### config.mk
export PLATFORM = sky130hd
export DESIGN_NAME = tpmc_power_ctrl
export DESIGN_NICKNAME = d
export VERILOG_FILES = /design/src/tpmc_mode_decode.v /design/src/tpmc_sync3.v /design/src/tpmc_power_ctrl.v
export VERILOG_INCLUDE_DIRS = /design/src /design/src/include
export SDC_FILE = /design/constraint.sdc
export NUM_CORES = 1
export LEC_CHECK = 0
export BUFFER_PORTS_ARGS = -buffer_cell sky130_fd_sc_hd__buf_4
export CORE_ASPECT_RATIO = 1.4
export CORE_MARGIN = 1
export CORE_UTILIZATION = 53
export CTS_CLUSTER_SIZE = 14
export DETAILED_ROUTE_END_ITERATION = 10
export GPL_TIMING_DRIVEN = 0
export HOLD_SLACK_MARGIN = 0.15
export PLACE_DENSITY = 0.81
export SYNTH_ARGS = -nofsm -noshare
export SYNTH_HDL_FRONTEND = slang
export SYNTH_HIERARCHICAL = 1
export SYNTH_SLANG_ARGS = --single-unit
export TNS_END_PERCENT = 10
### constraint.sdc
create_clock -name ref_clk -period 2 [get_ports ref_clk]
set_input_delay 0.4 -clock ref_clk [delete_from_list [all_inputs] [get_ports ref_clk]]
set_output_delay 0.4 -clock ref_clk [all_outputs]
set_load 0.01 [all_outputs]
### src/include/tpmc_regs.vh
// Register map, mode codes and timing counts of the transceiver power control
`ifndef TPMC_REGS_VH
`define TPMC_REGS_VH
`define TPMC_ADDR_W 4
`define TPMC_OFS_MODE 4'h0
`define TPMC_OFS_STATUS 4'h1
`define TPMC_OFS_CFG 4'h2
`define TPMC_MODE_RESET 4'h0
`define TPMC_CFG_RESET 8'h01
`define TPMC_MODE_POWER_OFF 4'h0
`define TPMC_MODE_REGULATOR_NOMINAL 4'h4
`define TPMC_MODE_STANDBY 4'h5
`define TPMC_MODE_SYNTH_RECEIVE_SETTLE 4'h8
`define TPMC_MODE_RECEIVE_ACTIVE 4'h9
`define TPMC_MODE_SYNTH_TRANSMIT_SETTLE 4'hC
`define TPMC_MODE_TRANSMIT_ACTIVE 4'hD
`define TPMC_CLK_MHZ 250
`define TPMC_REG_RAMP_NS 400
`define TPMC_REG_RAMP_CYC ((`TPMC_REG_RAMP_NS * `TPMC_CLK_MHZ + 999) / 1000)
`define TPMC_ST_REG_UP 0
`define TPMC_ST_XTAL 1
`define TPMC_ST_SYNTH 2
`define TPMC_ST_SYNTH_TX 3
`define TPMC_ST_RX 4
`define TPMC_ST_TX 5
`define TPMC_ST_TX_LOCK 6
`define TPMC_ST_REG_READY 7
`endif

### src/tpmc_mode_decode.v
// Decoder from a mode code to the enables of the transceiver parts
`timescale 1ns/100ps
`include "tpmc_regs.vh"
module tpmc_mode_decode (
    input wire [3:0] mode,
    output reg reg_on,
    output reg xtal_on,
    output reg synth_on,
    output reg synth_tx,
    output reg rx_on,
    output reg tx_on
);
    always @* begin
        reg_on = 1'b0;
        xtal_on = 1'b0;
        synth_on = 1'b0;
        synth_tx = 1'b0;
        rx_on = 1'b0;
        tx_on = 1'b0;
        case (mode)
            `TPMC_MODE_REGULATOR_NOMINAL: begin
                reg_on = 1'b1;
            end
            `TPMC_MODE_STANDBY: begin
                reg_on = 1'b1;
                xtal_on = 1'b1;
            end
            `TPMC_MODE_SYNTH_RECEIVE_SETTLE: begin
                reg_on = 1'b1;
                xtal_on = 1'b1;
                synth_on = 1'b1;
            end
            `TPMC_MODE_RECEIVE_ACTIVE: begin
                reg_on = 1'b1;
                xtal_on = 1'b1;
                synth_on = 1'b1;
                rx_on = 1'b1;
            end
            `TPMC_MODE_SYNTH_TRANSMIT_SETTLE: begin
                reg_on = 1'b1;
                xtal_on = 1'b1;
                synth_on = 1'b1;
                synth_tx = 1'b1;
            end
            `TPMC_MODE_TRANSMIT_ACTIVE: begin
                reg_on = 1'b1;
                xtal_on = 1'b1;
                synth_on = 1'b1;
                synth_tx = 1'b1;
                tx_on = 1'b1;
            end
            default: begin
                reg_on = 1'b0;
            end
        endcase
    end
endmodule

### src/tpmc_sync3.v
// Three-stage synchroniser for a level from outside the clock domain
`timescale 1ns/100ps
module tpmc_sync3 (
    input wire ref_clk,
    input wire srst,
    input wire din,
    output reg dout
);
    reg s1_reg;
    reg s2_reg;
    reg s3_reg;
    always @(posedge ref_clk) begin
        if (srst) begin
            s1_reg <= 1'b0;
            s2_reg <= 1'b0;
            s3_reg <= 1'b0;
            dout <= 1'b0;
        end else begin
            s1_reg <= din;
            s2_reg <= s1_reg;
            s3_reg <= s2_reg;
            if (s2_reg == s3_reg) begin
                dout <= s3_reg;
            end
        end
    end
endmodule

### src/tpmc_power_ctrl.v
// Transceiver power-mode controller with its register port
`timescale 1ns/100ps
`include "tpmc_regs.vh"
module tpmc_power_ctrl (
    input wire ref_clk,
    input wire srst,
    input wire [3:0] reg_addr,
    input wire [7:0] reg_wdata,
    input wire reg_wr,
    input wire reg_rd,
    output reg [7:0] reg_rdata,
    input wire regulator_good,
    output reg transceiver_regulator_on,
    output reg xtal_enable,
    output reg synth_enable,
    output reg synth_tx_freq,
    output reg rx_enable,
    output reg tx_enable
);
    // Regulator sequencer states, one-hot
    localparam [2:0] RS_LOW = 3'h1;
    localparam [2:0] RS_RAMP = 3'h2;
    localparam [2:0] RS_UP = 3'h4;
    localparam integer RAMP_INT = `TPMC_REG_RAMP_CYC;
    localparam [8:0] RAMP_CYC = RAMP_INT[8:0];
    localparam [7:0] CFG_RESET = `TPMC_CFG_RESET;

    reg [3:0] transceiver_power_mode_reg;
    reg [3:0] eff_mode_reg;
    reg [3:0] eff_mode_next;
    reg tx_lock_reg;
    reg tx_lock_next;
    reg [8:0] ramp_cnt_reg;
    reg [8:0] ramp_cnt_next;
    reg [2:0] rstate_reg;
    reg [2:0] rstate_next;
    reg use_good_reg;
    reg [7:0] status;
    wire good_sync;
    wire d_reg_on;
    wire d_xtal;
    wire d_synth;
    wire d_synth_tx;
    wire d_rx;
    wire d_tx;
    wire reg_ready;

    tpmc_sync3 u_good_sync (
        .ref_clk(ref_clk),
        .srst(srst),
        .din(regulator_good),
        .dout(good_sync)
    );

    // Decodes the mode actually in force, not the written code
    tpmc_mode_decode u_decode (
        .mode(eff_mode_reg),
        .reg_on(d_reg_on),
        .xtal_on(d_xtal),
        .synth_on(d_synth),
        .synth_tx(d_synth_tx),
        .rx_on(d_rx),
        .tx_on(d_tx)
    );

    function is_lower_mode;
        input [3:0] m;
        begin
            is_lower_mode = (m != `TPMC_MODE_TRANSMIT_ACTIVE) &&
                (m != `TPMC_MODE_SYNTH_TRANSMIT_SETTLE);
        end
    endfunction

    function is_defined;
        input [3:0] m;
        begin
            case (m)
                `TPMC_MODE_POWER_OFF,
                `TPMC_MODE_REGULATOR_NOMINAL,
                `TPMC_MODE_STANDBY,
                `TPMC_MODE_SYNTH_RECEIVE_SETTLE,
                `TPMC_MODE_RECEIVE_ACTIVE,
                `TPMC_MODE_SYNTH_TRANSMIT_SETTLE,
                `TPMC_MODE_TRANSMIT_ACTIVE: is_defined = 1'b1;
                default: is_defined = 1'b0;
            endcase
        end
    endfunction

    // Ramp done once the timer elapsed and, if enabled, the monitor agrees
    assign reg_ready = (rstate_reg == RS_UP) &&
        (!use_good_reg || good_sync);

    // Mode and cfg registers, written only by software; cpu power state not seen
    always @(posedge ref_clk) begin
        if (srst) begin
            transceiver_power_mode_reg <= `TPMC_MODE_RESET;
            use_good_reg <= CFG_RESET[0];
        end else if (reg_wr) begin
            if (reg_addr == `TPMC_OFS_MODE) begin
                transceiver_power_mode_reg <= reg_wdata[3:0];
            end
            if (reg_addr == `TPMC_OFS_CFG) begin
                use_good_reg <= reg_wdata[0];
            end
        end
    end

    always @* begin
        eff_mode_next = transceiver_power_mode_reg;
        tx_lock_next = tx_lock_reg;
        if (!is_defined(transceiver_power_mode_reg)) begin
            eff_mode_next = `TPMC_MODE_POWER_OFF;
        end
        // Leaving full transmit: lower modes refused until synth tx
        if (eff_mode_reg == `TPMC_MODE_TRANSMIT_ACTIVE) begin
            tx_lock_next = 1'b1;
        end
        if (eff_mode_reg == `TPMC_MODE_SYNTH_TRANSMIT_SETTLE) begin
            tx_lock_next = 1'b0;
        end
        // Judged on the mode in force: the lock flag lags it by one edge
        if ((eff_mode_reg == `TPMC_MODE_TRANSMIT_ACTIVE) &&
            is_lower_mode(eff_mode_next)) begin
            eff_mode_next = eff_mode_reg;
        end
        // Full receive carries no lock, so power-down is direct
    end

    // Regulator sequencer; any drop of the request restarts the full ramp
    always @* begin
        rstate_next = rstate_reg;
        ramp_cnt_next = ramp_cnt_reg;
        case (rstate_reg)
            RS_LOW: begin
                ramp_cnt_next = RAMP_CYC;
                if (d_reg_on) begin
                    rstate_next = RS_RAMP;
                    ramp_cnt_next = RAMP_CYC - 9'h001;
                end
            end
            RS_RAMP: begin
                if (ramp_cnt_reg > 9'h001) begin
                    ramp_cnt_next = ramp_cnt_reg - 9'h001;
                end else begin
                    ramp_cnt_next = 9'h000;
                    rstate_next = RS_UP;
                end
            end
            RS_UP: begin
                ramp_cnt_next = 9'h000;
            end
            default: begin
                rstate_next = RS_LOW;
                ramp_cnt_next = RAMP_CYC;
            end
        endcase
        if (!d_reg_on) begin
            rstate_next = RS_LOW;
            ramp_cnt_next = RAMP_CYC;
        end
    end

    always @(posedge ref_clk) begin
        if (srst) begin
            eff_mode_reg <= `TPMC_MODE_POWER_OFF;
            tx_lock_reg <= 1'b0;
            ramp_cnt_reg <= RAMP_CYC;
            rstate_reg <= RS_LOW;
        end else begin
            eff_mode_reg <= eff_mode_next;
            tx_lock_reg <= tx_lock_next;
            ramp_cnt_reg <= ramp_cnt_next;
            rstate_reg <= rstate_next;
        end
    end

    // Part enables; analog parts wait for the regulator to be ready
    always @(posedge ref_clk) begin
        if (srst) begin
            transceiver_regulator_on <= 1'b0;
            xtal_enable <= 1'b0;
            synth_enable <= 1'b0;
            synth_tx_freq <= 1'b0;
            rx_enable <= 1'b0;
            tx_enable <= 1'b0;
        end else begin
            transceiver_regulator_on <= d_reg_on;
            xtal_enable <= d_xtal && reg_ready;
            synth_enable <= d_synth && reg_ready;
            synth_tx_freq <= d_synth_tx && reg_ready;
            rx_enable <= d_rx && reg_ready;
            tx_enable <= d_tx && reg_ready;
        end
    end

    always @* begin
        status = 8'h00;
        status[`TPMC_ST_REG_UP] = transceiver_regulator_on;
        status[`TPMC_ST_XTAL] = xtal_enable;
        status[`TPMC_ST_SYNTH] = synth_enable;
        status[`TPMC_ST_SYNTH_TX] = synth_tx_freq;
        status[`TPMC_ST_RX] = rx_enable;
        status[`TPMC_ST_TX] = tx_enable;
        status[`TPMC_ST_TX_LOCK] = tx_lock_reg;
        status[`TPMC_ST_REG_READY] = reg_ready;
    end

    // Registers stay readable in every mode, power-down included
    always @(posedge ref_clk) begin
        if (srst) begin
            reg_rdata <= 8'h00;
        end else if (reg_rd) begin
            case (reg_addr)
                `TPMC_OFS_MODE: reg_rdata <= {4'h0,
                    transceiver_power_mode_reg};
                `TPMC_OFS_STATUS: reg_rdata <= status;
                `TPMC_OFS_CFG: reg_rdata <= {7'h00, use_good_reg};
                default: reg_rdata <= 8'h00;
            endcase
        end else begin
            reg_rdata <= 8'h00;
        end
    end
endmodule

# ---- After elaboration in Yosys (flattened, before gate mapping)
# Cells that the tools add are included.
dict set report totals {
  ram_bits 0
  mem_count 0
  romBits 0
  latchBits 0
  elab_cells 79
  out_inout_bits 14
  register_bits 40
}
dict set report classes {
  addsub 1
  n_eq_ne 21
  shift 0
  bitwise 3
  reduce_logical 23
  mul 0
  mux 13
  n_lt_le_gt_ge 1
  div 0
}
# operator n
set ops {}
lappend ops {{$eq A4 B4 Y1 const B} 8}
lappend ops {{$pmux W9 S3} 1}
lappend ops {{$pmux W8 S3} 1}
lappend ops {{$eq A4 B3 Y1 const B} 4}
lappend ops {{$gt A9 B1 Y1 const B} 1}
lappend ops {{$mux W9} 1}
lappend ops {{$pmux W3 S3} 1}
lappend ops {{$sub A9 B1 Y9 const B} 1}
lappend ops {{$logic_and A1 B1 Y1} 8}
lappend ops {{$logic_not A4 Y1} 2}
lappend ops {{$ne A4 B4 Y1 const B} 2}
lappend ops {{$reduce_or A2 Y1} 4}
lappend ops {{$mux W1} 7}
lappend ops {{$reduce_or A7 Y1} 1}
lappend ops {{$reduce_and A2 Y1} 3}
lappend ops {{$reduce_or A6 Y1} 1}
lappend ops {{$reduce_or A5 Y1} 1}
lappend ops {{$eq A4 B1 Y1 const B} 1}
lappend ops {{$eq A4 B2 Y1 const B} 1}
lappend ops {{$mux W4} 1}
lappend ops {{$reduce_or A4 Y1} 1}
lappend ops {{$eq A3 B1 Y1 const B} 1}
lappend ops {{$eq A3 B2 Y1 const B} 1}
lappend ops {{$eq A3 B3 Y1 const B} 1}
lappend ops {{other kinds (6)} 8}

# ---- Depth between registers and ports, before layout
# Gate-level depths: netlist (run 1).
dict set report logic_depth {
  word_depth 7
  ltp_mapped 7
}

# ---- By module
# Netlist (run 1), hierarchy kept.
# mod instances cells_per_inst seq_area_each_um2 area_per_inst_um2
set modules_own_cells {}
lappend modules_own_cells {tpmc_power_ctrl 1 141 720.7 1407.6}
lappend modules_own_cells {tpmc_sync3 1 10 80.1 112.6}
lappend modules_own_cells {tpmc_mode_decode 1 8 0.0 52.6}

# ---- Least setup slack after synthesis (run 1)
# No wires, ideal clock.
dict set report synth_timing {
  path_kind {flip-flop to flip-flop}
  startpoint {register ramp_cnt_reg[4]}
  endpoint {register ramp_cnt_reg[0]}
  stages_incl_launch_ff 6
  required_time_ps 1882
  setup_slack_ps 264
  n_path_buf 1
  arrival_time_ps 1618
  period_less_slack_ps 1736
  path_cell_list {dfxtp_1 -> or4_4 -> o41ai_2 -> or2_1 -> buf_6 -> o21ai_2}
}
dict set report synth_via {
  elab_chain_len 3
}
# element line
set synth_rtl {}
lappend synth_rtl {{start: declaration} tpmc_power_ctrl.v:33} ;# reg [8:0] ramp_cnt_reg;
lappend synth_rtl {{start signal: assignment} tpmc_power_ctrl.v:173} ;# ramp_cnt_reg <= ramp_cnt_next;
lappend synth_rtl {{$gt A9 B1 Y1} tpmc_power_ctrl.v:143} ;# if (ramp_cnt_reg > 9'h001) begin
lappend synth_rtl {{$mux W9} tpmc_power_ctrl.v:143}
lappend synth_rtl {{$pmux W9 S3} tpmc_power_ctrl.v:134} ;# case (rstate_reg)
# Every way passes these cells.
# A chain may end at the register's enable or synchronous reset.

# ---- Worst setup path in the final report (run 1)
# Same ends and word-level chain as after synthesis.

==> results.yml, run 1 <==
layout:
  syn2layout_area_growth_pct: 23.8
  fin_cells: 230
  nNetsFinal: 211
  drive_gt1_frac: 0.244
  final_cell_mix: "dfxtp_1 (40), buf_4 (26), nor2_1 (16)"
  n_antenna_cell: 0
  post-route-util: 0.683
  largest_register_ffs: 9
  final_common_cell: "dfxtp_1"
  multiInputGateArea_um2: 734
  fill_cells: 240
  seq_area_um2: 801
global_route:
  use_met2: 0.361
  antenna_found_initial: 0
  grt_pass1_vias: 1140
  overflow: 0
  grt_use_total: 0.216
  busiest_layer: "met2"
  grt_pass1_wl_um: 4690
  grt_max_degree: 14
  grt_use_met3: 0.0678
  grt_use_met1: 0.223
route:
  vias: 1191
  drt-vias-per-instance: 5.18
  wl_per_cell_um: 12.7
  drc_errors: 0
  ant_nets: 0
  drt-total-wl_um: 2910
  drt-initial-drc-count: 26
  first_pass_iters: 4
power_and_ir_drop:
  finalPower_mw: 1.54
  clkPwrFrac: 0.444
  ir_drop_mv: 0.577
  internal_power_mw: 1.24
  p_switching_uw: 302
  power_frac_comb: 0.031
  power_leakage_nw: 0.755
  switching_share: 0.196
  power_frac_seq: 0.525
  power_density_nw_per_um2: 790
synthesis:
  synth.cell_area_um2: 1570
  syn_nets: 178
  yosysWarnings: 6
  async_flop_share: 0
  synth.avg_cell_area_um2: 9.89
  synthCells: 159
  synth_cell_types: 43
  ys_seq_area_frac: 0.509
  synth-main-ff-cell: "dfxtp_1"
  synth_edf_count: 0
  ys_ff_latch: 40
outcome:
  status: "complete, no violations"
timing:
  finalHoldViolCount: 0
  finClkSkew_ns: 0.00600
  min_period_over_period: 0.927
  tightest_slew_ns: 0.566
  rsz0062_at_grt: "false"
  finalMaxSlewViolations: 0
  tns_ns: 0
  period_needed_ns: 1.85
  max_freq_mhz: 539
  slew_headroom: 0.617
  setup_viol: 0
place:
  port_buffers: 26
  dp_hpwl_um: 2150
  gp_congestion: 0.799
  place_inst: 222
floorplan:
  initial_core_util: 0.552
  rows: 23
  fp.dieArea_um2: 3190
  ioPinCount: 31
  design.core.area_um2: 2850
  die_h_um: 66.5
  die_w_um: 48.0
worst_setup_path:
  crit_type: "register to register"
  cp-end-kind: "register"
  arrival_ns: 2.04
  cp-start-kind: "register"
  worstPathMaxFanout: 6
  crit_required_ns: 2.18
clocking:
  clkSinkCount: 40
  clk_pin_slew_ns: 0.07
  cts_root_buffer: "clkbuf_8"
  htree_levels: 2
  cts_buffers: 5
  clockBufferDepth: 2
  hold_buffers: 0
  cts_tree: "yes"
  clock_latency_ns: 0.29
min_path:
  hp-class: "input pin to register"
run:
  maxCapViolations: 0
==> layer usage <==
metal / up-vias / wire (um)
met1: 554 / 1150
met2: 26 / 1560
met5: - / 0
li1: 602 / -
met3: 9 / 111
met4: 0 / 86
==> synthesized netlist by cell type (3+ instances only) <==
master	count	area, um2
and2_1	6	37.5
nor2b_1	5	31.3
clkbuf_1	4	15.0
nor4b_1	3	26.3
a21oi_1	7	35.0
inv_1	6	22.5
mux2i_1	7	70.1
nand2b_1	3	18.8
and3_1	4	25.0
xnor2_1	8	70.1
dfxtp_1	40	801
nor2_1	16	60.1
o21ai_0	3	15.0
nand2_1	7	26.3
nor3_1	3	15.0
==> through the flow <==
stage	hold WS [ns]	cell area [um2]	setup slack, ns
floorplan	0.414	1570	0.264
global placement	0.421	1810	0.150
finish	0.310	1950	0.146
global route	0.311	1950	0.0858
CTS	0.304	1940	0.0763
detailed placement	0.436	1810	0.0906
==> final timing paths <==
check / start / end / slack (ns) / depth (start not counted)
max: ramp_cnt_reg[4]$_SDFF_PP0_ / ramp_cnt_reg[0]$_SDFF_PP0_ / 0.15 / 5
min: srst / u_good_sync/dout$_SDFFE_PP0N_ / 0.31 / 2
max reg2reg: ramp_cnt_reg[4]$_SDFF_PP0_ / ramp_cnt_reg[0]$_SDFF_PP0_ / 0.15 / 5
min reg2reg: u_good_sync/s1_reg$_SDFF_PP0_ / u_good_sync/s2_reg$_SDFF_PP0_ / 0.45 / 1
==> cells by family after synthesis <==
| logic type | synth area share |
|---|---|
| AOI/OAI and AO/OA | 0.106 |
| buffers and inverters | 0.0310 |
| other | 0.00238 |
| adders and majority gates | 0.0159 |
| xor gates and xnor gates | 0.0501 |
| muxes | 0.0446 |
| DFF | 0.509 |
| and+or+nand+nor | 0.241 |
==> power groups by stage <==
stage	Sequential, mW	Clock (mW)	Combinational [mW]
finish	0.807	0.683	0.0481
global route	0.808	0.732	0.0529
CTS	0.807	0.699	0.0479
detailed placement	0.825	0	0.0475
global placement	0.825	0	0.0458
floorplan	0.824	0	0.0208
==> worst max-delay path, stage by stage (launching register included) <==
cell	delay, ns
dfxtp_1	0.34
or4_4	0.59
o41ai_4	0.47
or2_1	0.18
buf_6	0.13
o21ai_2	0.05
==> cell type report <==
cell class | instances | area share
multi-input combinational | 108 | 0.377
buffer | 5 | 0.0135
clock inverter | 2 | 0.0199
tap | 37 | 0.0238
timing repair buffer | 26 | 0.100
clock buffer | 6 | 0.0424
inverter | 6 | 0.0116
sequential | 40 | 0.411
==> what timing repair did <==
item                       4_1_cts  5_1_grt
setup endpoints to repair        0        6
setup buffers                    0        0
resized for setup                0        1
(Power assumes the default switching activity.)
==> run 2, diff against run 1 <==
--- a/config.mk
+++ b/config.mk
@@ -9,12 +9,13 @@
 export BUFFER_PORTS_ARGS = -buffer_cell sky130_fd_sc_hd__buf_4
 export CORE_ASPECT_RATIO = 1.4
 export CORE_MARGIN = 1
-export CORE_UTILIZATION = 53
+export CORE_UTILIZATION = 35
+export CTS_CLUSTER_DIAMETER = 50
 export CTS_CLUSTER_SIZE = 14
 export DETAILED_ROUTE_END_ITERATION = 10
 export GPL_TIMING_DRIVEN = 0
 export HOLD_SLACK_MARGIN = 0.15
-export PLACE_DENSITY = 0.81
+export PLACE_DENSITY = 0.59
 export SYNTH_ARGS = -nofsm -noshare
 export SYNTH_HDL_FRONTEND = slang
 export SYNTH_HIERARCHICAL = 1
==> run 2 against run 1 <==
Sequential share of layout area is 0.24 points higher. Combinational power is 2% lower. Register-to-register slack better by 0.05 ns. Core utilization is 23 points lower. Non-clock buffer count stayed put. Critical path depth stayed put. Maximum frequency is 2.6% higher. Die area is 49% higher. Setup slack better by 0.047 ns. Global-route usage is 7.5 points lower. Critical path type unchanged. Critical endpoint unchanged. Largest cell class unchanged.
==> results.yml, run 2 (same netlist as run 1, synthesis figures left out) <==
timing:
  period_needed_ns: 1.81
  fin_ws_ns: 0.193
  finClkSkew_ns: 0.00818
  rsz0062_at_grt: "false"
  min_period_over_period: 0.903
  finalHoldViolCount: 0
  tns_ns: 0
  setup_viol: 0
  slew_headroom: 0.642
  tightest_slew_ns: 0.529
  max_freq_mhz: 553
  hold_slack_ns: 0.315
  finalMaxSlewViolations: 0
power_and_ir_drop:
  internal_power_mw: 1.06
  power_leakage_nw: 0.734
  power_frac_comb: 0.035
  power_density_nw_per_um2: 700
  finalPower_mw: 1.35
  switching_share: 0.214
  clkPwrFrac: 0.370
  p_switching_uw: 290
  ir_drop_mv: 0.359
  power_frac_seq: 0.595
worst_setup_path:
  worstReg2RegStart: "ramp_cnt_reg[4]$_SDFF_PP0_"
  cp-end-kind: "register"
  r2r_setup_slack_ns: 0.19
  worstPathMaxFanout: 6
  crit_required_ns: 2.18
  cp-start-kind: "register"
  arrival_ns: 1.99
  crit_type: "register to register"
  startpoint: "ramp_cnt_reg[4]$_SDFF_PP0_"
layout:
  post-route-util: 0.453
  largest_register_ffs: 9
  fin_cells: 252
  design_area_um2: 1940
  syn2layout_area_growth_pct: 23.1
  final_cell_mix: "dfxtp_1 (40), buf_4 (26), nor2_1 (16)"
  nNetsFinal: 211
  drive_gt1_frac: 0.240
  fill_cells: 447
  n_antenna_cell: 0
  final_common_cell: "dfxtp_1"
place:
  dp_hpwl_um: 2120
  place_area_um2: 1840
  place_inst: 245
  pre_cts_ws_ns: 0.114
  gp_congestion: 0.733
  port_buffers: 26
run:
  maxCapViolations: 0
route:
  drt-vias-per-instance: 4.60
  first_pass_iters: 4
  wl_per_cell_um: 11.0
  drt-initial-drc-count: 14
  drc_errors: 0
  ant_nets: 0
  drt-total-wl_um: 2770
  vias: 1158
clocking:
  clockBufferDepth: 2
  clock_latency_ns: 0.29
  clk_pin_slew_ns: 0.07
  hold_buffers: 0
  clkSinkCount: 40
  htree_levels: 2
  post_cts_buffers: 0
  cts_root_buffer: "clkbuf_8"
  cts_tree: "yes"
  cts_buffers: 5
floorplan:
  design.core.area_um2: 4270
  initial_core_util: 0.368
  ioPinCount: 31
  die_w_um: 58.7
  rows: 28
  die_h_um: 81.3
  fp.dieArea_um2: 4770
min_path:
  hold_start: "srst"
  hp-class: "input pin to register"
global_route:
  grt_use_total: 0.141
  overflow: 0
  grt_pass1_wl_um: 4930
  grt_pass1_vias: 1142
  grt_max_degree: 13
  antenna_found_initial: 0
outcome:
  status: "complete, no violations"
-- run 2: path summary, 6_finish.rpt --
path / endpoint / cells after the start
setup / recovery: ramp_cnt_reg[0]$_SDFF_PP0_ / 5
hold / removal: u_good_sync/dout$_SDFFE_PP0N_ / 2
setup reg to reg: ramp_cnt_reg[0]$_SDFF_PP0_ / 5
hold reg to reg: u_good_sync/s2_reg$_SDFF_PP0_ / 1
-- run 2: metal layers --
layer / up-vias / GRT usage / part of all wire
met5: - / 0 / 0
met4: 0 / 0.0714 / 0.023
met3: 6 / 0.0510 / 0.049
met2: 24 / 0.228 / 0.49
met1: 522 / 0.162 / 0.44
li1: 606 / - / -
-- run 2: worst max-delay path: stages (launching register included) --
cell,delay (ns)
dfxtp_1,0.34
or4_4,0.59
o41ai_4,0.43
or2_1,0.17
buf_6,0.13
o21ai_2,0.05
-- run 2: layout make-up --
cell class                 instances  area (um2)  area share
inverter                           6        22.5      0.0116
clock inverter                     2        12.5     0.00646
timing repair buffer              26         195       0.101
tap                               60        75.1      0.0388
sequential                        40         801       0.414
buffer                             5        26.3      0.0136
clock buffer                       5        68.8      0.0356
multi-input combinational        108         734       0.379
-- run 2: what timing repair did --
item | CTS | global route
endpoints found under the hold margin | 0 | 0
gates resized for setup | 0 | 1
setup endpoints to repair | 0 | 1
-- run 2: power by group through the flow --
stage	combinational [mW]	sequential, mW	clock [mW]
final	0.0470	0.807	0.501
after global routing	0.0531	0.808	0.561
after CTS	0.0474	0.807	0.526
after detailed placement	0.0472	0.825	0
after global placement	0.0465	0.825	0
after floorplan	0.0208	0.824	0
==> run 3, diff against run 2 <==
--- a/config.mk
+++ b/config.mk
@@ -13,9 +13,10 @@
 export CTS_CLUSTER_DIAMETER = 50
 export CTS_CLUSTER_SIZE = 14
 export DETAILED_ROUTE_END_ITERATION = 10
-export GPL_TIMING_DRIVEN = 0
+export GPL_TIMING_DRIVEN = 1
 export HOLD_SLACK_MARGIN = 0.15
 export PLACE_DENSITY = 0.59
+export SLEW_MARGIN = 10
 export SYNTH_ARGS = -nofsm -noshare
 export SYNTH_HDL_FRONTEND = slang
 export SYNTH_HIERARCHICAL = 1
==> constraint.sdc (replaced) <==
create_clock -name ref_clk -period 1.7 [get_ports ref_clk]
set_input_delay 0.34 -clock ref_clk [delete_from_list [all_inputs] [get_ports ref_clk]]
set_output_delay 0.34 -clock ref_clk [all_outputs]
set_load 0.01 [all_outputs]
==> run 3 against run 2 <==
Critical path depth decreased by 1. Sequential share of layout area decreased by 1.3 points. Non-clock buffer count increased by 2. First-iteration DRC count increased by 64%. Core utilization increased by 1.4 points. Register-to-register slack got worse by 0.11 ns. Final cell count increased by 1.2%.
==> results.yml, run 3 (same netlist as run 1, synthesis figures left out) <==
outcome:
  status: "complete, no violations"
clocking:
  post_cts_buffers: 0
  htree_levels: 2
  cts_root_buffer: "clkbuf_8"
  cts_tree: "yes"
  clock_latency_ns: 0.29
  clk_pin_slew_ns: 0.07
  clkSinkCount: 40
  clockBufferDepth: 2
  cts_buffers: 5
global_route:
  grt_use_met1: 0.150
  busiest_layer: "met2"
  grt_use_total: 0.140
  grt_max_degree: 17
  antenna_found_initial: 0
  overflow: 0
  use_met2: 0.243
  grt_pass1_wl_um: 4940
  grt_use_met3: 0.0478
  grt_pass1_vias: 1177
power_and_ir_drop:
  switching_share: 0.207
  clkPwrFrac: 0.388
  ir_drop_mv: 0.548
  power_frac_seq: 0.576
  internal_power_mw: 1.31
  power_density_nw_per_um2: 825
  power_frac_comb: 0.036
  p_switching_uw: 340
  power_leakage_nw: 0.765
worst_setup_path:
  r2r_end: "rstate_reg[2]$_SDFFE_PP0P_"
  cp-end-kind: "register"
  worstReg2RegStart: "ramp_cnt_reg[3]$_SDFF_PP0_"
  crit_type: "register to register"
  worstPathMaxFanout: 5
  r2r_setup_slack_ns: 0.08
  endpoint: "rstate_reg[2]$_SDFFE_PP0P_"
  reg2reg_depth: 4
  crit_required_ns: 1.91
  cp-start-kind: "register"
  startpoint: "ramp_cnt_reg[3]$_SDFF_PP0_"
  arrival_ns: 1.83
layout:
  n_antenna_cell: 0
  fill_cells: 430
  final_common_cell: "dfxtp_1"
  seq_area_um2: 801
  fin_cells: 255
  nNetsFinal: 213
  design_area_um2: 2000
  drive_gt1_frac: 0.282
  syn2layout_area_growth_pct: 27.0
  largest_register_ffs: 9
  multiInputGateArea_um2: 757
  post-route-util: 0.467
  final_cell_mix: "dfxtp_1 (40), buf_4 (33), nor2_1 (16)"
place:
  port_buffers: 26
  gp_congestion: 0.746
  dp_hpwl_um: 2290
  place_inst: 247
  place_area_um2: 1880
  pre_cts_ws_ns: -0.00743
floorplan:
  die_h_um: 81.3
  design.core.area_um2: 4270
  die_w_um: 58.7
  initial_core_util: 0.368
  ioPinCount: 31
  fp.dieArea_um2: 4770
  rows: 28
timing:
  min_period_over_period: 0.951
  fin_ws_ns: 0.0829
  finClkSkew_ns: 0.00682
  max_freq_mhz: 618
  setup_viol: 0
  finalHoldViolCount: 0
  finalMaxSlewViolations: 0
  hold_slack_ns: 0.269
  period_needed_ns: 1.62
  rsz0062_at_grt: "false"
min_path:
  hp-class: "input pin to register"
  min_path_cells: 2
route:
  first_pass_iters: 4
  wl_per_cell_um: 11.6
  drc_errors: 0
  drt-initial-drc-count: 23
  drt-total-wl_um: 2950
  vias: 1177
  ant_nets: 0
  drt-vias-per-instance: 4.62
run:
  maxCapViolations: 0
==> run 3: cell types whose count changed in the layout (fill, tap and decap cells not counted), sizes merged <==
cell    change
clkinv      -1
clkbuf      -2
buf         +6
==> run 3: power groups by stage <==
stage	Sequential [mW]	Clock, mW	Combinational, mW
3_5_place_dp	0.971	0	0.0594
2_1_floorplan	0.970	0	0.0245
4_1_cts	0.949	0.664	0.0596
6_report	0.950	0.639	0.0590
5_1_grt	0.950	0.712	0.0645
3_3_place_gp	0.971	0	0.0581
==> run 3: cell type report <==
cell class / instances / share of cell area
flip-flops and latches: 40 / 0.401
multi-input cells: 108 / 0.379
repair buffers: 33 / 0.124
clock buffers: 7 / 0.0432
well taps: 60 / 0.0376
inverters: 6 / 0.0113
clock inverters: 1 / 0.00376
==> run 3: through the flow <==
step | total power, mW | TNS [ns]
after floorplan | 0.994 | 0
after global placement | 1.03 | 0
after detailed placement | 1.03 | -0.00743
after CTS | 1.67 | 0
after global routing | 1.73 | 0
final | 1.65 | 0
==> run 3: worst min-delay path by stage <==
| stage | slack [ns] | from | end |
|---|---|---|---|
| 6_report | 0.27 | regulator_good | u_good_sync/s1_reg$_SDFF_PP0_ |
| 5_1_grt | 0.27 | regulator_good | u_good_sync/s1_reg$_SDFF_PP0_ |
| 4_1_cts | 0.26 | regulator_good | u_good_sync/s1_reg$_SDFF_PP0_ |
| 3_5_place_dp | 0.44 | u_good_sync/s1_reg$_SDFF_PP0_ | u_good_sync/s2_reg$_SDFF_PP0_ |
| 3_3_place_gp | 0.42 | u_good_sync/s1_reg$_SDFF_PP0_ | u_good_sync/s2_reg$_SDFF_PP0_ |
| 2_1_floorplan | 0.41 | srst | u_good_sync/dout$_SDFFE_PP0N_ |
==> run 3: critical path: stages, from the launching register on <==
cell and delay [ns]:
dfxtp_1 0.35, or4_4 0.58, nor4_4 0.26, nand3b_1 0.13, a211oi_2 0.21
==> run 3: timing repair <==
| action | CTS | global route |
|---|---|---|
| gates resized for setup | 2 | 2 |
| hold buffers | 0 | 0 |
| setup endpoints to repair | 1 | 7 |
| pin swaps | 0 | 2 |
==> run 3: layer usage <==
metal | share of wire | vias up
met5 | 0 | -
met4 | 0.019 | 0
met3 | 0.048 | 6
met2 | 0.50 | 27
met1 | 0.43 | 535
li1 | - | 609
